File: src/inc/psc_pkg.sv
// Shared constants and types for the program counter, stack and status core
package psc_pkg;

	// Widths and depths
	localparam int PC_W        = 13;
	localparam int STACK_DEPTH = 8;
	localparam int PTR_W       = 3;
	localparam int IDX_W       = 8;
	localparam int JMP_W       = 11;

	// Register indexes in data space; byte address is four times the index
	localparam logic [IDX_W-1:0] STATUS_IDX        = 8'h03;
	localparam logic [IDX_W-1:0] STATUS_MIRROR_IDX = 8'h83;
	localparam logic [IDX_W-1:0] PCL_IDX           = 8'h02;
	localparam logic [IDX_W-1:0] PCL_MIRROR_IDX    = 8'h82;
	localparam logic [IDX_W-1:0] PC_HIGH_LATCH_IDX        = 8'h0A;
	localparam logic [IDX_W-1:0] PC_HIGH_LATCH_MIRROR_IDX = 8'h8A;

	// Status field positions
	localparam int ST_IRP = 7;
	localparam int ST_RP1 = 6;
	localparam int ST_RP0 = 5;
	localparam int ST_TO  = 4;
	localparam int ST_PD  = 3;
	localparam int ST_Z   = 2;
	localparam int ST_DC  = 1;
	localparam int ST_C   = 0;

	// Values after reset
	localparam logic [7:0]      STATUS_RST = 8'h18;
	localparam logic [4:0]      PC_HIGH_LATCH_RST = 5'h00;
	localparam logic [PC_W-1:0] PC_RST     = 13'h0000;

	// Interrupt vector
	localparam logic [PC_W-1:0] IRQ_VECTOR = 13'h0004;

	// Bus answer latency in cycles from request to ack
	localparam int ACK_LAT = 1;

	// Source of the next program counter value
	typedef enum logic [2:0] {
		PSC_SRC_HOLD,
		PSC_SRC_IRQ,
		PSC_SRC_CALL,
		PSC_SRC_JUMP,
		PSC_SRC_POP,
		PSC_SRC_PCLW,
		PSC_SRC_INC
	} psc_pc_src_type;

endpackage

File: src/design/psc_ret_stack.sv
// Eight-entry circular return address stack
`timescale 1ns/1ps
module psc_ret_stack (
	// Clock and reset
	input  wire logic                    clk,
	input  wire logic                    rst_n,
	// Push and pop requests
	input  wire logic                    push,
	input  wire logic                    pop,
	input  wire logic [psc_pkg::PC_W-1:0] push_data,
	// Entry that a pop returns
	output logic      [psc_pkg::PC_W-1:0] top_data
);

	logic [psc_pkg::PC_W-1:0]  ent_q [psc_pkg::STACK_DEPTH];
	logic [psc_pkg::PTR_W-1:0] ptr_q;

	// Entry storage, written at the pointer on a push
	for (genvar g = 0; g < psc_pkg::STACK_DEPTH; g++) begin : g_ent
		always_ff @(posedge clk or negedge rst_n) begin
			if (!rst_n) begin
				ent_q[g] <= psc_pkg::PC_RST;
			end else if (push && ptr_q == psc_pkg::PTR_W'(g)) begin
				ent_q[g] <= push_data;
			end
		end
	end

	// Pointer wraps silently; no overflow or underflow flag exists
	always_ff @(posedge clk or negedge rst_n) begin
		if (!rst_n) begin
			ptr_q <= '0;
		end else if (push) begin
			ptr_q <= ptr_q + 3'h1;
		end else if (pop) begin
			ptr_q <= ptr_q - 3'h1;
		end
	end

	// Last pushed entry
	assign top_data = ent_q[ptr_q - 3'h1];

	a_push_stores: assert property (@(posedge clk) disable iff (!rst_n)
		push |=> ent_q[$past(ptr_q)] == $past(push_data))
		else $error("push did not store data at pointer");

	a_ptr_wraps: assert property (@(posedge clk) disable iff (!rst_n)
		push && ptr_q == 3'h7 |=> ptr_q == 3'h0)
		else $error("stack pointer did not wrap");

endmodule

File: src/design/psc_status_reg.sv
// Status register with arithmetic, reset-cause and bank-select bits
`timescale 1ns/1ps
module psc_status_reg (
	// Clock and reset
	input  wire logic       clk,
	input  wire logic       rst_n,
	// Software write
	input  wire logic       wr_en,
	input  wire logic [7:0] wr_data,
	// Arithmetic flag update
	input  wire logic       alu_en,
	input  wire logic       alu_sub,
	input  wire logic [7:0] alu_a,
	input  wire logic [7:0] alu_b,
	// Reset-cause events
	input  wire logic       wdt_kick,
	input  wire logic       halt,
	input  wire logic       wdt_timeout,
	// Register value
	output logic      [7:0] status_q
);

	logic [7:0] b_eff;
	logic [8:0] sum9;
	logic [4:0] nib5;
	logic [7:0] status_d;

	// Subtraction adds the two's complement, so carries read as not-borrow
	always_comb begin
		b_eff = alu_sub ? ~alu_b : alu_b;
		sum9  = {1'b0, alu_a} + {1'b0, b_eff} + {8'h00, alu_sub};
		nib5  = {1'b0, alu_a[3:0]} + {1'b0, b_eff[3:0]} + {4'h0, alu_sub};
	end

	// Next value: write, then flag override, then reset-cause events
	always_comb begin
		status_d = status_q;
		if (wr_en) begin
			status_d[psc_pkg::ST_IRP:psc_pkg::ST_RP0] = wr_data[7:5];
			status_d[psc_pkg::ST_Z:psc_pkg::ST_C]     = wr_data[2:0];
		end
		if (alu_en) begin
			status_d[psc_pkg::ST_Z]  = (sum9[7:0] == 8'h00);
			status_d[psc_pkg::ST_DC] = nib5[4];
			status_d[psc_pkg::ST_C]  = sum9[8];
		end
		if (wdt_kick) begin
			status_d[psc_pkg::ST_TO] = 1'b1;
			status_d[psc_pkg::ST_PD] = 1'b1;
		end
		if (halt) begin
			status_d[psc_pkg::ST_TO] = 1'b1;
			status_d[psc_pkg::ST_PD] = 1'b0;
		end
		if (wdt_timeout) begin
			status_d[psc_pkg::ST_TO] = 1'b0;
		end
	end

	// Power-up sets both reset-cause flags
	always_ff @(posedge clk or negedge rst_n) begin
		if (!rst_n) begin
			status_q <= psc_pkg::STATUS_RST;
		end else begin
			status_q <= status_d;
		end
	end

	a_cause_read_only: assert property (@(posedge clk) disable iff (!rst_n)
		wr_en && !wdt_kick && !halt && !wdt_timeout
		|=> $stable(status_q[psc_pkg::ST_TO:psc_pkg::ST_PD]))
		else $error("software write changed reset-cause flags");

	a_alu_carry_wins: assert property (@(posedge clk) disable iff (!rst_n)
		alu_en |=> status_q[psc_pkg::ST_C] == $past(sum9[8])
			&& status_q[psc_pkg::ST_Z] == ($past(sum9[7:0]) == 8'h00))
		else $error("arithmetic flags not taken from result");

	a_halt_flags: assert property (@(posedge clk) disable iff (!rst_n)
		halt && !wdt_kick && !wdt_timeout
		|=> status_q[psc_pkg::ST_TO] && !status_q[psc_pkg::ST_PD])
		else $error("halt did not set expiry and clear sleep flag");

endmodule

File: src/design/psc_core.sv
// Program counter, high latch, return stack and status core
//
// Summary of operation
// - Flag-updating instruction overrides written flag bits
// - Expiry and sleep flags ignore software writes
// - Status register visible at 03H and 83H
// - Expiry flag: set power-up/kick/halt, timeout clears
// - Sleep flag: set power-up/kick, halt clears
// - Carry flag reports carry out of MSB
// - Subtraction carries act as active-low borrows
// - Thirteen-bit counter, upper bits from latch
// - Low-byte write loads upper bits from latch
// - Jumps take bits 12:11 from latch
// - Every reset clears the program counter
// - Eight by thirteen hidden return stack
// - Calls and interrupts push the counter
// - Returns and interrupt exit pop the counter
// - Push and pop leave latch unchanged
// - Stack wraps, ninth push overwrites first
// - No overflow or underflow indication
// - Interrupt clears enable, pushes, vectors 0004h
`timescale 1ns/1ps
module psc_core (
	// Clock and reset
	input  wire logic                    clk,
	input  wire logic                    rst_n,
	// Non-power-up reset pulse from the reset circuitry
	input  wire logic                    core_reset,
	// Wishbone slave
	input  wire logic                    wb_cyc_i,
	input  wire logic                    wb_stb_i,
	input  wire logic                    wb_we_i,
	input  wire logic [9:0]              wb_adr_i,
	input  wire logic [3:0]              wb_sel_i,
	input  wire logic [31:0]             wb_dat_i,
	output logic      [31:0]             wb_dat_o,
	output logic                         wb_ack_o,
	// Instruction events from the decoder
	input  wire logic                    pc_advance,
	input  wire logic                    instr_call,
	input  wire logic                    direct_jump_instr,
	input  wire logic [psc_pkg::JMP_W-1:0] jump_addr,
	input  wire logic                    instr_return,
	input  wire logic                    exit_with_literal_instr,
	input  wire logic                    interrupt_exit_instr,
	input  wire logic                    irq_take,
	// Arithmetic flag update
	input  wire logic                    alu_flag_en,
	input  wire logic                    alu_sub,
	input  wire logic [7:0]              alu_a,
	input  wire logic [7:0]              alu_b,
	// Reset-cause events
	input  wire logic                    watchdog_kick_instr,
	input  wire logic                    halt_instr,
	input  wire logic                    watchdog_timeout,
	// Direct data addressing
	input  wire logic [6:0]              direct_addr,
	output logic      [7:0]              bank_addr,
	// Core state
	output logic      [psc_pkg::PC_W-1:0] pc,
	output logic      [7:0]              status,
	output logic      [7:0]              pc_high_latch,
	output logic                         global_irq_enable_clr,
	output logic                         global_irq_enable_set
);

	logic [psc_pkg::PC_W-1:0] pc_q;
	logic [psc_pkg::PC_W-1:0] pc_d;
	logic [4:0]               pc_high_latch_q;
	logic [psc_pkg::PC_W-1:0] stack_top;
	logic [7:0]               status_q;
	logic [31:0]              dat_q;
	logic                     ack_q;
	logic                     gie_clr_q;
	logic                     gie_set_q;
	logic [psc_pkg::IDX_W-1:0] bus_idx;
	logic                     bus_req;
	logic                     bus_wr;
	logic                     pcl_wr;
	logic                     pc_high_latch_wr;
	logic                     status_wr;
	logic                     any_pop;
	logic                     push;
	logic [7:0]               rd_byte;
	psc_pkg::psc_pc_src_type  pc_src;

	// Status lives at both bank images of one index
	function automatic logic is_status(input logic [7:0] idx);
		return idx == psc_pkg::STATUS_IDX
			|| idx == psc_pkg::STATUS_MIRROR_IDX;
	endfunction

	// Counter low byte, mirrored in both banks
	function automatic logic is_pcl(input logic [7:0] idx);
		return idx == psc_pkg::PCL_IDX || idx == psc_pkg::PCL_MIRROR_IDX;
	endfunction

	// High latch, mirrored in both banks
	function automatic logic is_pc_high_latch(input logic [7:0] idx);
		return idx == psc_pkg::PC_HIGH_LATCH_IDX
			|| idx == psc_pkg::PC_HIGH_LATCH_MIRROR_IDX;
	endfunction

	// Word index from the byte address
	assign bus_idx   = wb_adr_i[9:2];
	assign bus_req   = wb_cyc_i && wb_stb_i;
	// Writes take effect on the edge where ack is seen high
	assign bus_wr    = bus_req && wb_we_i && ack_q && wb_sel_i[0];
	assign status_wr = bus_wr && is_status(bus_idx);
	assign pcl_wr    = bus_wr && is_pcl(bus_idx);
	assign pc_high_latch_wr = bus_wr && is_pc_high_latch(bus_idx);

	// Read mux; unmapped indexes read as zero
	always_comb begin
		rd_byte = 8'h00;
		if (is_status(bus_idx)) begin
			rd_byte = status_q;
		end else if (is_pcl(bus_idx)) begin
			rd_byte = pc_q[7:0];
		end else if (is_pc_high_latch(bus_idx)) begin
			rd_byte = {3'h0, pc_high_latch_q};
		end
	end

	// One-cycle ack, dropped the cycle after it was given
	always_ff @(posedge clk or negedge rst_n) begin
		if (!rst_n) begin
			ack_q <= 1'b0;
		end else begin
			ack_q <= bus_req && !ack_q;
		end
	end

	// Read data captured with the ack
	always_ff @(posedge clk or negedge rst_n) begin
		if (!rst_n) begin
			dat_q <= 32'h00000000;
		end else if (bus_req && !ack_q) begin
			dat_q <= {24'h000000, rd_byte};
		end
	end

	assign wb_ack_o = ack_q;
	assign wb_dat_o = dat_q;

	// High latch, untouched by stack traffic
	always_ff @(posedge clk or negedge rst_n) begin
		if (!rst_n) begin
			pc_high_latch_q <= psc_pkg::PC_HIGH_LATCH_RST;
		end else if (pc_high_latch_wr) begin
			pc_high_latch_q <= wb_dat_i[4:0];
		end
	end

	// Any of the three exits pops the stack
	assign any_pop = instr_return || exit_with_literal_instr
		|| interrupt_exit_instr;

	// Counter source by priority; a core reset stops all stack traffic
	always_comb begin
		if (core_reset) begin
			pc_src = psc_pkg::PSC_SRC_HOLD;
		end else if (irq_take) begin
			pc_src = psc_pkg::PSC_SRC_IRQ;
		end else if (instr_call) begin
			pc_src = psc_pkg::PSC_SRC_CALL;
		end else if (direct_jump_instr) begin
			pc_src = psc_pkg::PSC_SRC_JUMP;
		end else if (any_pop) begin
			pc_src = psc_pkg::PSC_SRC_POP;
		end else if (pcl_wr) begin
			pc_src = psc_pkg::PSC_SRC_PCLW;
		end else if (pc_advance) begin
			pc_src = psc_pkg::PSC_SRC_INC;
		end else begin
			pc_src = psc_pkg::PSC_SRC_HOLD;
		end
	end

	// Calls and interrupt entry push the current counter
	assign push = pc_src == psc_pkg::PSC_SRC_IRQ
		|| pc_src == psc_pkg::PSC_SRC_CALL;

	// Next counter value
	always_comb begin
		case (pc_src)
			psc_pkg::PSC_SRC_IRQ: begin
				pc_d = psc_pkg::IRQ_VECTOR;
			end
			psc_pkg::PSC_SRC_CALL, psc_pkg::PSC_SRC_JUMP: begin
				pc_d = {pc_high_latch_q[4:3], jump_addr};
			end
			psc_pkg::PSC_SRC_POP: begin
				pc_d = stack_top;
			end
			psc_pkg::PSC_SRC_PCLW: begin
				pc_d = {pc_high_latch_q, wb_dat_i[7:0]};
			end
			psc_pkg::PSC_SRC_INC: begin
				pc_d = pc_q + 13'h0001;
			end
			default: begin
				pc_d = pc_q;
			end
		endcase
	end

	// Counter register; any reset source clears it
	always_ff @(posedge clk or negedge rst_n) begin
		if (!rst_n) begin
			pc_q <= psc_pkg::PC_RST;
		end else if (core_reset) begin
			pc_q <= psc_pkg::PC_RST;
		end else begin
			pc_q <= pc_d;
		end
	end

	// Interrupt enable pulses to the interrupt controller
	always_ff @(posedge clk or negedge rst_n) begin
		if (!rst_n) begin
			gie_clr_q <= 1'b0;
			gie_set_q <= 1'b0;
		end else begin
			gie_clr_q <= pc_src == psc_pkg::PSC_SRC_IRQ;
			gie_set_q <= pc_src == psc_pkg::PSC_SRC_POP
				&& interrupt_exit_instr;
		end
	end

	// Hidden return stack; its pointer has no bus access
	psc_ret_stack psc_ret_stack_inst (
		.clk       (clk),
		.rst_n     (rst_n),
		.push      (push),
		.pop       (pc_src == psc_pkg::PSC_SRC_POP),
		.push_data (pc_q),
		.top_data  (stack_top)
	);

	// Status flags
	psc_status_reg psc_status_reg_inst (
		.clk         (clk),
		.rst_n       (rst_n),
		.wr_en       (status_wr),
		.wr_data     (wb_dat_i[7:0]),
		.alu_en      (alu_flag_en),
		.alu_sub     (alu_sub),
		.alu_a       (alu_a),
		.alu_b       (alu_b),
		.wdt_kick    (watchdog_kick_instr),
		.halt        (halt_instr),
		.wdt_timeout (watchdog_timeout),
		.status_q    (status_q)
	);

	// Direct address bank selection from the low bank bit
	assign bank_addr = {status_q[psc_pkg::ST_RP0], direct_addr};

	assign pc                    = pc_q;
	assign status                = status_q;
	assign pc_high_latch         = {3'h0, pc_high_latch_q};
	assign global_irq_enable_clr = gie_clr_q;
	assign global_irq_enable_set = gie_set_q;

	a_pcl_write_load: assert property (
		@(posedge clk) disable iff (!rst_n)
		pcl_wr && !core_reset && pc_src == psc_pkg::PSC_SRC_PCLW
		|=> pc_q == {$past(pc_high_latch_q), $past(wb_dat_i[7:0])})
		else $error("low-byte write did not load upper bits from latch");

	a_jump_upper_bits: assert property (
		@(posedge clk) disable iff (!rst_n)
		direct_jump_instr && !irq_take && !instr_call && !core_reset
		|=> pc_q[12:11] == $past(pc_high_latch_q[4:3])
			&& pc_q[10:0] == $past(jump_addr))
		else $error("jump did not combine latch and address field");

	a_irq_vector: assert property (@(posedge clk) disable iff (!rst_n)
		irq_take && !core_reset
		|=> pc_q == psc_pkg::IRQ_VECTOR && global_irq_enable_clr)
		else $error("interrupt entry did not vector or clear enable");

	a_call_return: assert property (
		@(posedge clk) disable iff (!rst_n)
		instr_call && !irq_take && !core_reset ##1
		(instr_return && !irq_take && !instr_call && !direct_jump_instr
			&& !core_reset)
		|=> pc_q == $past(pc_q, 2))
		else $error("return did not restore pushed counter");

	a_exit_enable: assert property (
		@(posedge clk) disable iff (!rst_n)
		interrupt_exit_instr && !irq_take && !instr_call
			&& !direct_jump_instr && !core_reset
		|=> global_irq_enable_set)
		else $error("interrupt exit did not raise the enable pulse");

	a_latch_kept: assert property (
		@(posedge clk) disable iff (!rst_n)
		(push || any_pop) && !pc_high_latch_wr |=> $stable(pc_high_latch_q))
		else $error("stack traffic changed the high latch");

	a_reset_clears: assert property (
		@(posedge clk) disable iff (!rst_n)
		core_reset |=> pc_q == psc_pkg::PC_RST)
		else $error("reset did not clear the counter");

	a_status_mirror: assert property (
		@(posedge clk) disable iff (!rst_n)
		bus_req && !wb_we_i && !ack_q && is_status(bus_idx)
		|=> wb_ack_o && wb_dat_o[7:0] == $past(status_q) ##1 !wb_ack_o)
		else $error("status read at either image returned wrong data");

endmodule

File: config.mk
export PLATFORM = sky130hd
export DESIGN_NAME = psc_core
export DESIGN_NICKNAME = d
export VERILOG_FILES = /design/src/inc/psc_pkg.sv /design/src/design/psc_ret_stack.sv /design/src/design/psc_status_reg.sv /design/src/design/psc_core.sv
export SDC_FILE = /design/constraint.sdc
export NUM_CORES = 1
export LEC_CHECK = 0
export BUFFER_PORTS_ARGS = -buffer_cell sky130_fd_sc_hd__buf_4
export CORE_MARGIN = 2
export CORE_UTILIZATION = 40
export DETAILED_ROUTE_END_ITERATION = 8
export PLACE_DENSITY = 0.65
export SLEW_MARGIN = 40
export SYNTH_ARGS = -nofsm -noshare
export SYNTH_HDL_FRONTEND = slang
export SYNTH_HIERARCHICAL = 1
export SYNTH_SLANG_ARGS = --single-unit
File: constraint.sdc
create_clock -name clk -period 3.87 [get_ports clk]
set_clock_uncertainty 0.15 [all_clocks]
set_input_delay 0.1935 -clock clk [delete_from_list [all_inputs] [get_ports clk]]
set_output_delay 0.1935 -clock clk [all_outputs]
set_load 0.05 [all_outputs]
==> results of run 1 <==
sequential cells by signal, summed over array words and instances, names as in the netlist:
signal                        count
pc_high_latch_q                   5
psc_ret_stack_inst/ptr_q          3
psc_ret_stack_inst/ent_q        104
wb_dat_o                          8
psc_status_reg_inst/status_q      8
global_irq_enable_set             1
pc                               13
wb_ack_o                          1
global_irq_enable_clr             1
power groups by stage:
stage	logic, µW	registers, µW	clock network (µW)
detailed placement	2560	2230	0
finish	2570	2200	1670
global placement	2530	2210	0
global route	2790	2270	1780
CTS	2600	2200	1710
floorplan	1830	2220	0
stage by stage:
stage | total power, µW | instance area [µm²] | worst slack [ns] | util, % | hold slack [ns]
after floorplan | 4050 | 8110 | 0.797 | - | -0.252
after global placement | 4750 | 8800 | 0.963 | 45.1 | 0.162
after detailed placement | 4790 | 8810 | 0.948 | 45.1 | 0.156
after CTS | 6510 | 9690 | 0.453 | 49.6 | 0.0707
after global routing | 6830 | 9720 | 0.255 | 49.8 | 0.0836
final | 6450 | 9720 | 0.503 | 49.8 | 0.0789
final cells by class:
class,count,share of cell area (%)
Sequential cell,144,37.1
Inverter,10,0.386
Clock inverter,9,1.35
Timing Repair Buffer,139,11.9
Tap cell,265,3.41
Multi-Input combinational cell,502,41.0
Clock buffer,21,4.84
critical path, cell delays in order, from the launching register on:
cell and delay (ns):
dfrtp_1 0.39, inv_1 0.09, ha_1 0.27, xnor2_2 0.55
a2111oi_0 0.18, nor4_1 0.45, nand2_1 0.11, o211ai_1 0.18
a21oi_1 0.08, a221oi_2 0.29, dlygate4sd3_1 0.57
kinds of logic (layout without fill, tap and decap cells):
group                    count (synthesis)  count (layout)  synth area share [%]
AO/OA/AOI/OAI                          102             102                  9.51
XOR/XNOR                                15              15                  1.83
adder cells (fa/ha/maj)                 17              17                  2.75
buffers and inverters                   84             179                  6.58
flip-flops                             144             144                  45.0
multiplexers                           152             152                  20.8
other                                    1              27                0.0468
AND/OR/NAND/NOR                        189             189                  13.5
placed cells by master, fill, tap and decap left out, types with 6 or more instances in the layout:
cell type      netlist  final
o211ai_1             7      7
mux2i_1             39     39
and3_1              36     36
inv_1               10     10
a21oi_1             11     10
a222oi_1             9      9
a2111oi_0           25     25
nor2b_1             30     30
nand2_1             33     33
dlygate4sd3_1        0     28
nor4_1              14     13
clkbuf_16            0     17
ha_1                16     16
nand3_1             10     10
conb_1               1     27
o21ai_0             23     23
nand4_1              6      6
xor2_1               9      9
nor2_1              26     25
buf_4               43    107
mux2_2             112    112
dfrtp_1            142    141
layer usage:
metal	part of all wire (%)	vias to the layer above	GRT usage (%)
met5	0	-	0
met4	1.9	0	7.60
met3	4.9	34	3.82
met2	49	161	31.9
met1	44	2972	24.5
li1	-	2773	-
repair_timing:
| action | CTS | global route |
|---|---|---|
| setup endpoints to repair | 0 | 0 |
| hold buffers | 28 | 0 |
| endpoints found under the hold margin | 125 | 0 |
worst max-delay path by stage:
stage                                startpoint  slack, ns  endpoint  cells after the start
finish              psc_ret_stack_inst/ptr_q[1]       0.50     pc[2]                     10
global route        psc_ret_stack_inst/ptr_q[1]       0.25     pc[2]                     10
CTS                 psc_ret_stack_inst/ptr_q[1]       0.45     pc[2]                     10
detailed placement  psc_ret_stack_inst/ptr_q[1]       0.95     pc[7]                      8
global placement    psc_ret_stack_inst/ptr_q[0]       0.96     pc[2]                      8
floorplan           psc_ret_stack_inst/ptr_q[0]       0.80     pc[7]                     11
==> run summary, run 1 <==
The cell taking the most area after synthesis is dfrtp_1. The area of the core region is 0.0195 mm². The clock reaches the later pin of the worst-skew pair after approximately 0.42 ns. The row count is approximately 50. The critical path startpoint category is a register. Global routing used 19.1% of the available tracks. In this run, synthesis inferred 0 flip-flops with an integrated enable. The H-tree was split into 4 levels.

The number of top-level pins is 170. The cell area after synthesis is 0.00801 mm². The count of final setup violators came out at 0. The final net count is 929. The final routed DRC violation total is 0.

The full die area is 0.0212 mm². The average cell area after synthesis is 11.4 µm². The slack of the worst reg-to-reg path is approximately 0.50 ns. The share of final-layout standard cells stronger than drive strength 1 came out at 33.1%.

Synthesis inferred 144 register bits. The number of buffers inserted during clock tree synthesis is 17. Adding up every negative setup slack in the final design gives 0 ns. The number of placed cells counting well taps came out at 1031. Entering global routing, the biggest net connects about 100 pins.

The gate count after technology mapping came out at 704. The final cell count without fillers is 1090. The count of final max-slew check failures is 0.

The flow ran to the end, and the final reports show no timing, DRC or antenna violations. At the worst endpoint, the required time is 4.07 ns. For the worst setup path, the data arrival time is 3.56 ns. The top cell type's share of synthesized area came out at 44.4%.

STA classifies the critical path endpoint as a register. The number of global-route vias before repair came to 5843. Net switching is 36.4% of the power. The number of antenna-violating nets in the routed design came out at 0. Setup repair after global routing left no endpoint under its margin. The proportion of register bits with asynchronous set or reset after synthesis came out at 100%. The layout filler cell count is between 1500 and 2000. The slew at the pin closest to its max-slew limit came out at between 0.8 and 0.9 ns. The endpoint identified for the worst register-to-register timing path is pc[2]. The most common cell in the netlist is dfrtp_1.

Across the run, the number of max-cap violations was 0. Sorting the synthesized cells by area gives the leading types as dfrtp_1 (44%), mux2_2 (16%), mux2i_1 (4.9%), buf_4 (4.0%), and3_1 (2.8%). The largest fanout of any net on the critical path is 13. The worst-case IR drop observed on VDD is 0.445 mV. The reg-to-reg critical path startpoint is psc_ret_stack_inst/ptr_q[1]. The critical path in this run is classified as reg2reg. The most common flop cell mapped by yosys is dfrtp_1. The clock drives 144 sinks. The detailed-route vias per instance is between 5 and 6.

Counting cells, the worst reg-to-reg path comes to 10. The relative slew slack is 44.3%. Buffers added to address setup during post-CTS repair amount to 0.

In this run the horizontal extent of the chip is 146 µm. The CTS tree is done. The via count of the routed design came out at about 6000. After detailed routing, the average wire length per cell comes to 18.4 µm. From bottom edge to top edge, the die measures 146 µm. The worst hold path belongs to the class in2async. The number of hold-slack violations in the final timing report came out at 0. The clock-pin transition on the worst setup and hold timing paths is 0.06 ns. The total wire length is 20.1 mm. From synthesis to final layout, the design area changed by 21.4%. The ratio of total power to cell area is 663 mW/mm².

The wire length of the first global-routing pass came out at about 32 mm. After global routing the overflow that remains totals 0. CTS placed an instance of clkbuf_16 at the clock tree root. The area of the multi-input gates is between 0.003 and 0.004 mm².

The peak clock frequency supported by timing came out at 0.297 GHz. The routability-driven placement congestion ratio is between 0.8 and 0.9. The total area of sequential cells is 0.00361 mm².

The internal power is approximately 4100 µW. In this run the deepest clock path goes through 2 buffers. The worst path needs 3.37 ns of the cycle, external delays included. The half-perimeter wire length after placement came out at between 10 and 15 mm. Ranked by instance count, the synthesized netlist is headed by dfrtp_1 (142), mux2_2 (112), buf_4 (43). 0 antenna diodes ended up in the layout. The combinational group share of total power came out at 39.9%. During placement, the flow inserted port buffers numbering 98. The part of the total power dissipated in the clock network is between 20% and 30%. The iteration count of the initial detailed-routing pass is 6. The sequential element share of the synthesized area is 45.0%. The share of total power dissipated in sequential elements is about a third. The initial antenna violation count came out at 0. The initial core utilization is 41.0%. For this design the static power due to leakage is 0.00467 µW. The post-cts gate resize count is 0. Yosys mapped the design onto 69 distinct sky130hd cell types.

The power spent charging and discharging nets is 2350 µW. The initial detailed-routing violation count is 357. The post-route clock period utilization is 87.0%. During synthesis, Yosys emitted a total of 6 warnings.
Power figures use the tool's default switching activity.
==> run 2, diff against run 1 <==
--- a/config.mk
+++ b/config.mk
@@ -7,9 +7,10 @@
 export LEC_CHECK = 0
 export BUFFER_PORTS_ARGS = -buffer_cell sky130_fd_sc_hd__buf_4
 export CORE_MARGIN = 2
-export CORE_UTILIZATION = 40
+export CORE_UTILIZATION = 35
 export DETAILED_ROUTE_END_ITERATION = 8
-export PLACE_DENSITY = 0.65
+export GPL_TIMING_DRIVEN = 0
+export PLACE_DENSITY = 0.58
 export SLEW_MARGIN = 40
 export SYNTH_ARGS = -nofsm -noshare
 export SYNTH_HDL_FRONTEND = slang
==> run summary, run 2 (synthesis results as in run 1) <==
The largest fanout of any net on the critical path is 10. Internal power comes to 4060 µW. The half-perimeter wire length after placement is 16.1 mm.

The layout filler cell count is about 2100. The flip-flop count of the largest register after layout came out at 104. The level count of the clock H-tree is 4. The top cell types in the final layout, fill and taps aside, are buf_4 (145), dfrtp_1 (142), mux2_2 (112). The buffer levels on the longest clock path came out at 2.

The via count of the routed design is 6219. The ratio of total power to cell area is 657 mW/mm². The number of buffer and inverter stages on the critical path is 5.

The part of the total power dissipated in sequential elements came out at 32.7%. The data required time of the critical path came out at a little over 4 ns. The die span in y came out at around 160 µm.

The aggregate negative setup slack came out at 0 ns. The number of global-route vias before repair is 6192. Dividing the final minimum period by the clock period gives slightly above 90%. Setup slack on the critical path of the routed design comes to 0.271 ns. The run finished with clean final reports.

The total area of sequential cells is between 0.003 and 0.004 mm². The peak clock frequency supported by timing came out at between 0.2 and 0.3 GHz. The critical path goes through buf_2, clkbuf_4, clkbuf_4, inv_1, ha_1, xor2_4, buf_4, a2111oi_0, nor4_2, nand2_1, o211ai_1, a21oi_1, a221oi_2. The number of placed cells counting well taps came out at 1120. 0 antenna diodes ended up in the layout. The initial core utilization is between 30% and 40%. The switching part of the total power is 39.4%. The number of top-level pins is 170. The area growth from synthesis to layout is 27.4%. The number of antenna-violating nets in the routed design came out at 0. TritonCTS built the clock tree. psc_ret_stack_inst/ent_q holds more flip-flops than any other register. The detailed-route vias per instance is 5.27. The maximum vdd drop came out at 0.296 mV. The most common cell after layout, fill and taps aside is buf_4. The overall power of the completed layout is roughly 6700 µW.

The largest stage delay on the critical path came out at around 0.5 ns. After global routing the overflow that remains totals 0. The power spent charging and discharging nets is between 2000 and 3000 µW. In this run the core area contains 55 standard-cell rows. The floorplan step defined a die boundary enclosing 0.0241 mm². The first detailed-routing pass ran for 4 iterations. In this run the worst setup path begins at psc_ret_stack_inst/ptr_q[0]. The area of the multi-input gates came out at 0.00401 mm². The wire length of the first global-routing pass is 35.0 mm. In the routed design, unresolved DRC markers number 0. The TritonCTS sink count is 144. The total wire length is 22.2 mm.

The worst reg2reg path endpoint is pc[2]. The slack of the worst reg-to-reg path is 0.27 ns. The number of cells on the worst reg-to-reg path came out at 13.

For the finished layout, the period the worst path requires is 3.60 ns. The part of the total power dissipated in the clock network is 24.1%. The largest net degree at the start of global routing is 69. At the pin with the least slew margin, the transition time is 0.743 ns. The largest delay contributor family on the critical path is buffers and inverters.

The number of hold-slack violations in the final timing report is 0. Data arrives at the worst endpoint at 3.77 ns. Setup repair after global routing left no endpoint under its margin. The routed length per placed instance came out at 18.8 µm.

The share of final-layout standard cells stronger than drive strength 1 came out at 36.8%. The count of final max-slew check failures is 0. The global-route usage over all layers came out at 18.7%. The critical path is of the reg2reg type.

Max-cap violations in this run came to 0. The clock-pin transition on the worst setup and hold timing paths is 0.06 ns. In this run the clock root is driven by a clkbuf_16. The routability-driven placement congestion ratio is 0.833. The initial detailed-routing violation count is 429.

The area of the core region is 0.0226 mm². Of the total power, combinational logic draws a little over two fifths. In this run the horizontal extent of the chip is approximately 160 µm. The number of cells on the critical path is 13. The count of buffers added on input and output ports is ~100. The relative slew slack is roughly 50%. The initial antenna violation count came out at 0.

The number of clock buffers added by TritonCTS is 17. The tightest min-delay check is of the in2async type. The highest-delay cell along the critical path is nor4_2. The post-CTS setup buffer count is 0. For this run, the post-layout net count is 997. The final cell count without fillers came out at between 1000 and 1500.

STA classifies the critical path endpoint as a register. The count of final setup violators came out at 0. The clock latency at the later pin of the worst-skew pair is 0.42 ns. The most repeated library cell on the critical path is clkbuf_4. The analysis attributes to cell leakage a power of approximately 0.0050 µW. The setup slack after placement came out at -0.0803 ns.

STA classifies the critical path startpoint as a register. The worst register-to-register path begins at psc_ret_stack_inst/ptr_q[0].
==> run 2: cell types whose count changed in the layout (fill, tap and decap cells not counted), sizes merged <==
cell | previous run | this run
buf | 111 | 164
inv | 11 | 18
clkbuf | 21 | 33
clkinv | 5 | 4
clkinvlp | 0 | 1
bufinv | 3 | 1
==> run 2: final cells by class <==
| class | count | share of cell area [%] |
|---|---|---|
| Tap cell | 285 | 3.49 |
| Clock inverter | 14 | 1.42 |
| Inverter | 10 | 0.368 |
| Timing Repair Buffer | 133 | 10.9 |
| Clock buffer | 18 | 4.30 |
| Sequential cell | 144 | 35.3 |
| Buffer | 74 | 4.86 |
| Multi-Input combinational cell | 502 | 39.3 |
==> run 2: power groups by stage <==
stage | combinational [µW] | sequential, µW | clock [µW]
floorplan | 1830 | 2220 | 0
global placement | 2760 | 2210 | 0
detailed placement | 2780 | 2220 | 0
CTS | 2830 | 2190 | 1660
global route | 3090 | 2260 | 1720
finish | 2890 | 2190 | 1620
==> run 2: repair_timing <==
item / in CTS / in global routing
resized for setup: 1 / 6
endpoints found under the setup margin: 1 / 3
pin swaps: 0 / 0
hold buffers: 28 / 0
endpoints found under the hold margin: 167 / 0
==> run 2: worst max path at each step <==
stage,end
detailed placement,pc[2]
global placement,pc[2]
global route,pc[7]
CTS,pc[2]
finish,pc[2]
floorplan,pc[7]
==> run 2: metal layers <==
layer	up-vias	part of all wire (%)	GRT usage, %	routed length [µm]
li1	2912	-	-	-
met1	3081	45	25.3	10000
met2	194	48	30.6	10600
met3	32	5.3	3.15	1170
met4	0	1.8	6.25	398
met5	-	0	0	0
==> run 2: metrics by stage <==
stage | utilization (%) | hold slack [ns] | area (µm²)
after floorplan | - | -0.252 | 8110
after global placement | 40.9 | 0.164 | 9240
after detailed placement | 41.2 | -0.113 | 9300
after CTS | 45.1 | 0.0295 | 10200
after global routing | 45.2 | 0.0451 | 10200
final | 45.2 | 0.0383 | 10200
==> run 3, diff against run 2 <==
--- a/config.mk
+++ b/config.mk
@@ -6,6 +6,7 @@
 export NUM_CORES = 1
 export LEC_CHECK = 0
 export BUFFER_PORTS_ARGS = -buffer_cell sky130_fd_sc_hd__buf_4
+export CORE_ASPECT_RATIO = 1.75
 export CORE_MARGIN = 2
 export CORE_UTILIZATION = 35
 export DETAILED_ROUTE_END_ITERATION = 8
==> run summary, run 3 (synthesis results as in run 1) <==
The final net count is 1000. psc_ret_stack_inst/ent_q holds more flip-flops than any other register. The die covers approximately 0.024 mm².

The initial detailed-routing violation count is 348. In the layout the commonest cells are buf_4 (147), dfrtp_1 (142), mux2_2 (112). The post-route clock period utilization came out at between 90% and 100%.

The detailed-route vias per instance came out at about 5.2. The count of final max-slew check failures is 0. The die span in y is 204 µm. The area of all placed cells without fillers is 0.0103 mm². Hold timing on the final database bottoms out at a slack of about 0.048 ns. The setup slack after placement came out at -0.283 ns. The critical path is of the reg2reg type.

For the worst setup path, the data arrival time is 3.91 ns. The number of hold-slack violations in the final timing report came out at 0. Across the VDD grid, the largest voltage drop is 0.366 mV. The tree is rooted in a clkbuf_16. In this run the static leakage power is 0.00497 µW. The wire length of the first global-routing pass came out at 37.9 mm. Derived from the worst setup path, the maximum achievable clock frequency is 0.264 GHz. The number of max-cap violations is 0.

The most common cell after layout, fill and taps aside is buf_4. The via count of the routed design is 6229. The flip-flop count of the largest register after layout is 104.

The final worst-path setup slack came out at around 0.084 ns. The number of antenna-violating nets in the routed design is 0. The area growth from synthesis to layout is 28.2%. TritonCTS built the clock tree. The min-delay analysis places its worst path in the category in2reg. After filler insertion, the fill cell instance count of the layout stands at 2135. In this run the tool buffered the top-level ports with 103 buffer cells.

The flow ran to the end, and the final reports show no timing, DRC or antenna violations. The iteration count of the initial detailed-routing pass is 5. The final routed DRC violation total came out at 0. The remaining global-route overflow is 0. The slew at the pin closest to its max-slew limit is 0.828 ns.

The total wire length came out at 24.1 mm. The area of the core region is 0.0226 mm². The initial antenna violation count was 0. The buffer levels on the longest clock path is 2.

The overall die width came out at 118 µm. The global-route usage over all layers is between 20% and 30%. The level count of the clock H-tree is 4. The clock period minus worst slack is 3.79 ns. The later pin in the worst-skew pair is clocked with a latency of 0.43 ns. TritonCTS created 17 clock buffers. The half-perimeter wire length after placement is 18.2 mm. Counting every sink on the clock net gives 144. The ratio of total power to cell area is 675 mW/mm². For this configuration, the core starts out at a cell density of 35.5%.

The share of final-layout standard cells stronger than drive strength 1 came out at 37.3%. The clock-pin transition on the worst setup and hold timing paths came out at 0.06 ns. The aggregate negative setup slack is 0 ns. The overall power of the completed layout is 6930 µW.

The instance area after placement is slightly above 0.009 mm². The number of global-route vias before repair came out at 6658. The data required time of the critical path is 4.00 ns. The number of top-level pins came out at 170. STA classifies the critical path startpoint as a register. The relative slew slack came out at between 40% and 50%. The count of final setup violators came out at 0. In this run the core area contains 73 standard-cell rows. STA classifies the critical path endpoint as a register.

In this run the worst path has a maximum fanout of 10. The count of antenna diodes in the layout is 0. Entering global routing, the biggest net connects slightly below 70 pins. The routed length per placed instance came out at just over 20 µm. Routability-driven placement finished with a final weighted congestion of 0.855.
==> run 3: path summary, 6_finish.rpt <==
| kind | startpoint | endpoint | slack (ns) | cells after the start |
|---|---|---|---|---|
| worst max register to register | psc_ret_stack_inst/ptr_q[0] | pc[3] | 0.08 | 11 |
| max in group asynchronous | rst_n | psc_ret_stack_inst/ent_q[65] | 2.84 | 3 |
| worst min-delay path | jump_addr[8] | pc[8] | 0.05 | 5 |
| worst min register to register | psc_ret_stack_inst/ent_q[2] | psc_ret_stack_inst/ent_q[2] | 0.35 | 1 |
| worst max-delay path | psc_ret_stack_inst/ptr_q[0] | pc[3] | 0.08 | 11 |
| min in group asynchronous | rst_n | psc_ret_stack_inst/ent_q[45] | 0.10 | 2 |
==> run 3: what timing repair did <==
action | CTS | global route
hold endpoints to repair | 167 | 0
buffers inserted | 0 | 2
setup endpoints to repair | 2 | 8
hold buffers | 29 | 0
pin swaps | 1 | 2
resized for setup | 2 | 10
cloned | 0 | 0
==> run 3: area by class of cell <==
class | instances | area (µm²) | area share, %
inverters | 10 | 37.5 | 0.366
clock buffers | 19 | 453 | 4.41
repair buffers | 136 | 1140 | 11.1
plain buffers | 74 | 493 | 4.80
clock inverters | 13 | 126 | 1.23
multi-input cells | 502 | 4030 | 39.3
flip-flops and latches | 144 | 3610 | 35.1
well taps | 300 | 375 | 3.66
==> run 3: per-layer routing <==
metal / routed length [µm] / vias to the layer above / share of wire, % / global-route usage (%)
met2: 13600 / 183 / 56 / 39.6
met3: 842 / 50 / 3.5 / 3.21
met5: 0 / - / 0 / 0
li1: - / 2905 / - / -
met4: 989 / 0 / 4.1 / 9.77
met1: 8700 / 3091 / 36 / 21.5
==> run 3: through the flow <==
stage / util, % / instances
after floorplan: - / 730
after global placement: 41.0 / 1133
after detailed placement: 41.4 / 1135
after CTS: 45.2 / 1196
after global routing: 45.5 / 1198
final: 45.5 / 1198
==> run 3: critical path, cell delays in order (launching register included) <==
cell       delay, ns
dfrtp_1         0.37
buf_2           0.20
clkbuf_4        0.27
buf_2           0.26
inv_1           0.11
ha_1            0.35
xor2_4          0.25
buf_4           0.21
a2111oi_0       0.54
nor4_1          0.16
a222oi_1        0.59
o211ai_1        0.17
==> run 3: power breakdown <==
group	total [µW]	switching, µW	internal [µW]
clock	1620	686	932
sequential	2210	296	1920
combinational	3090	1810	1280
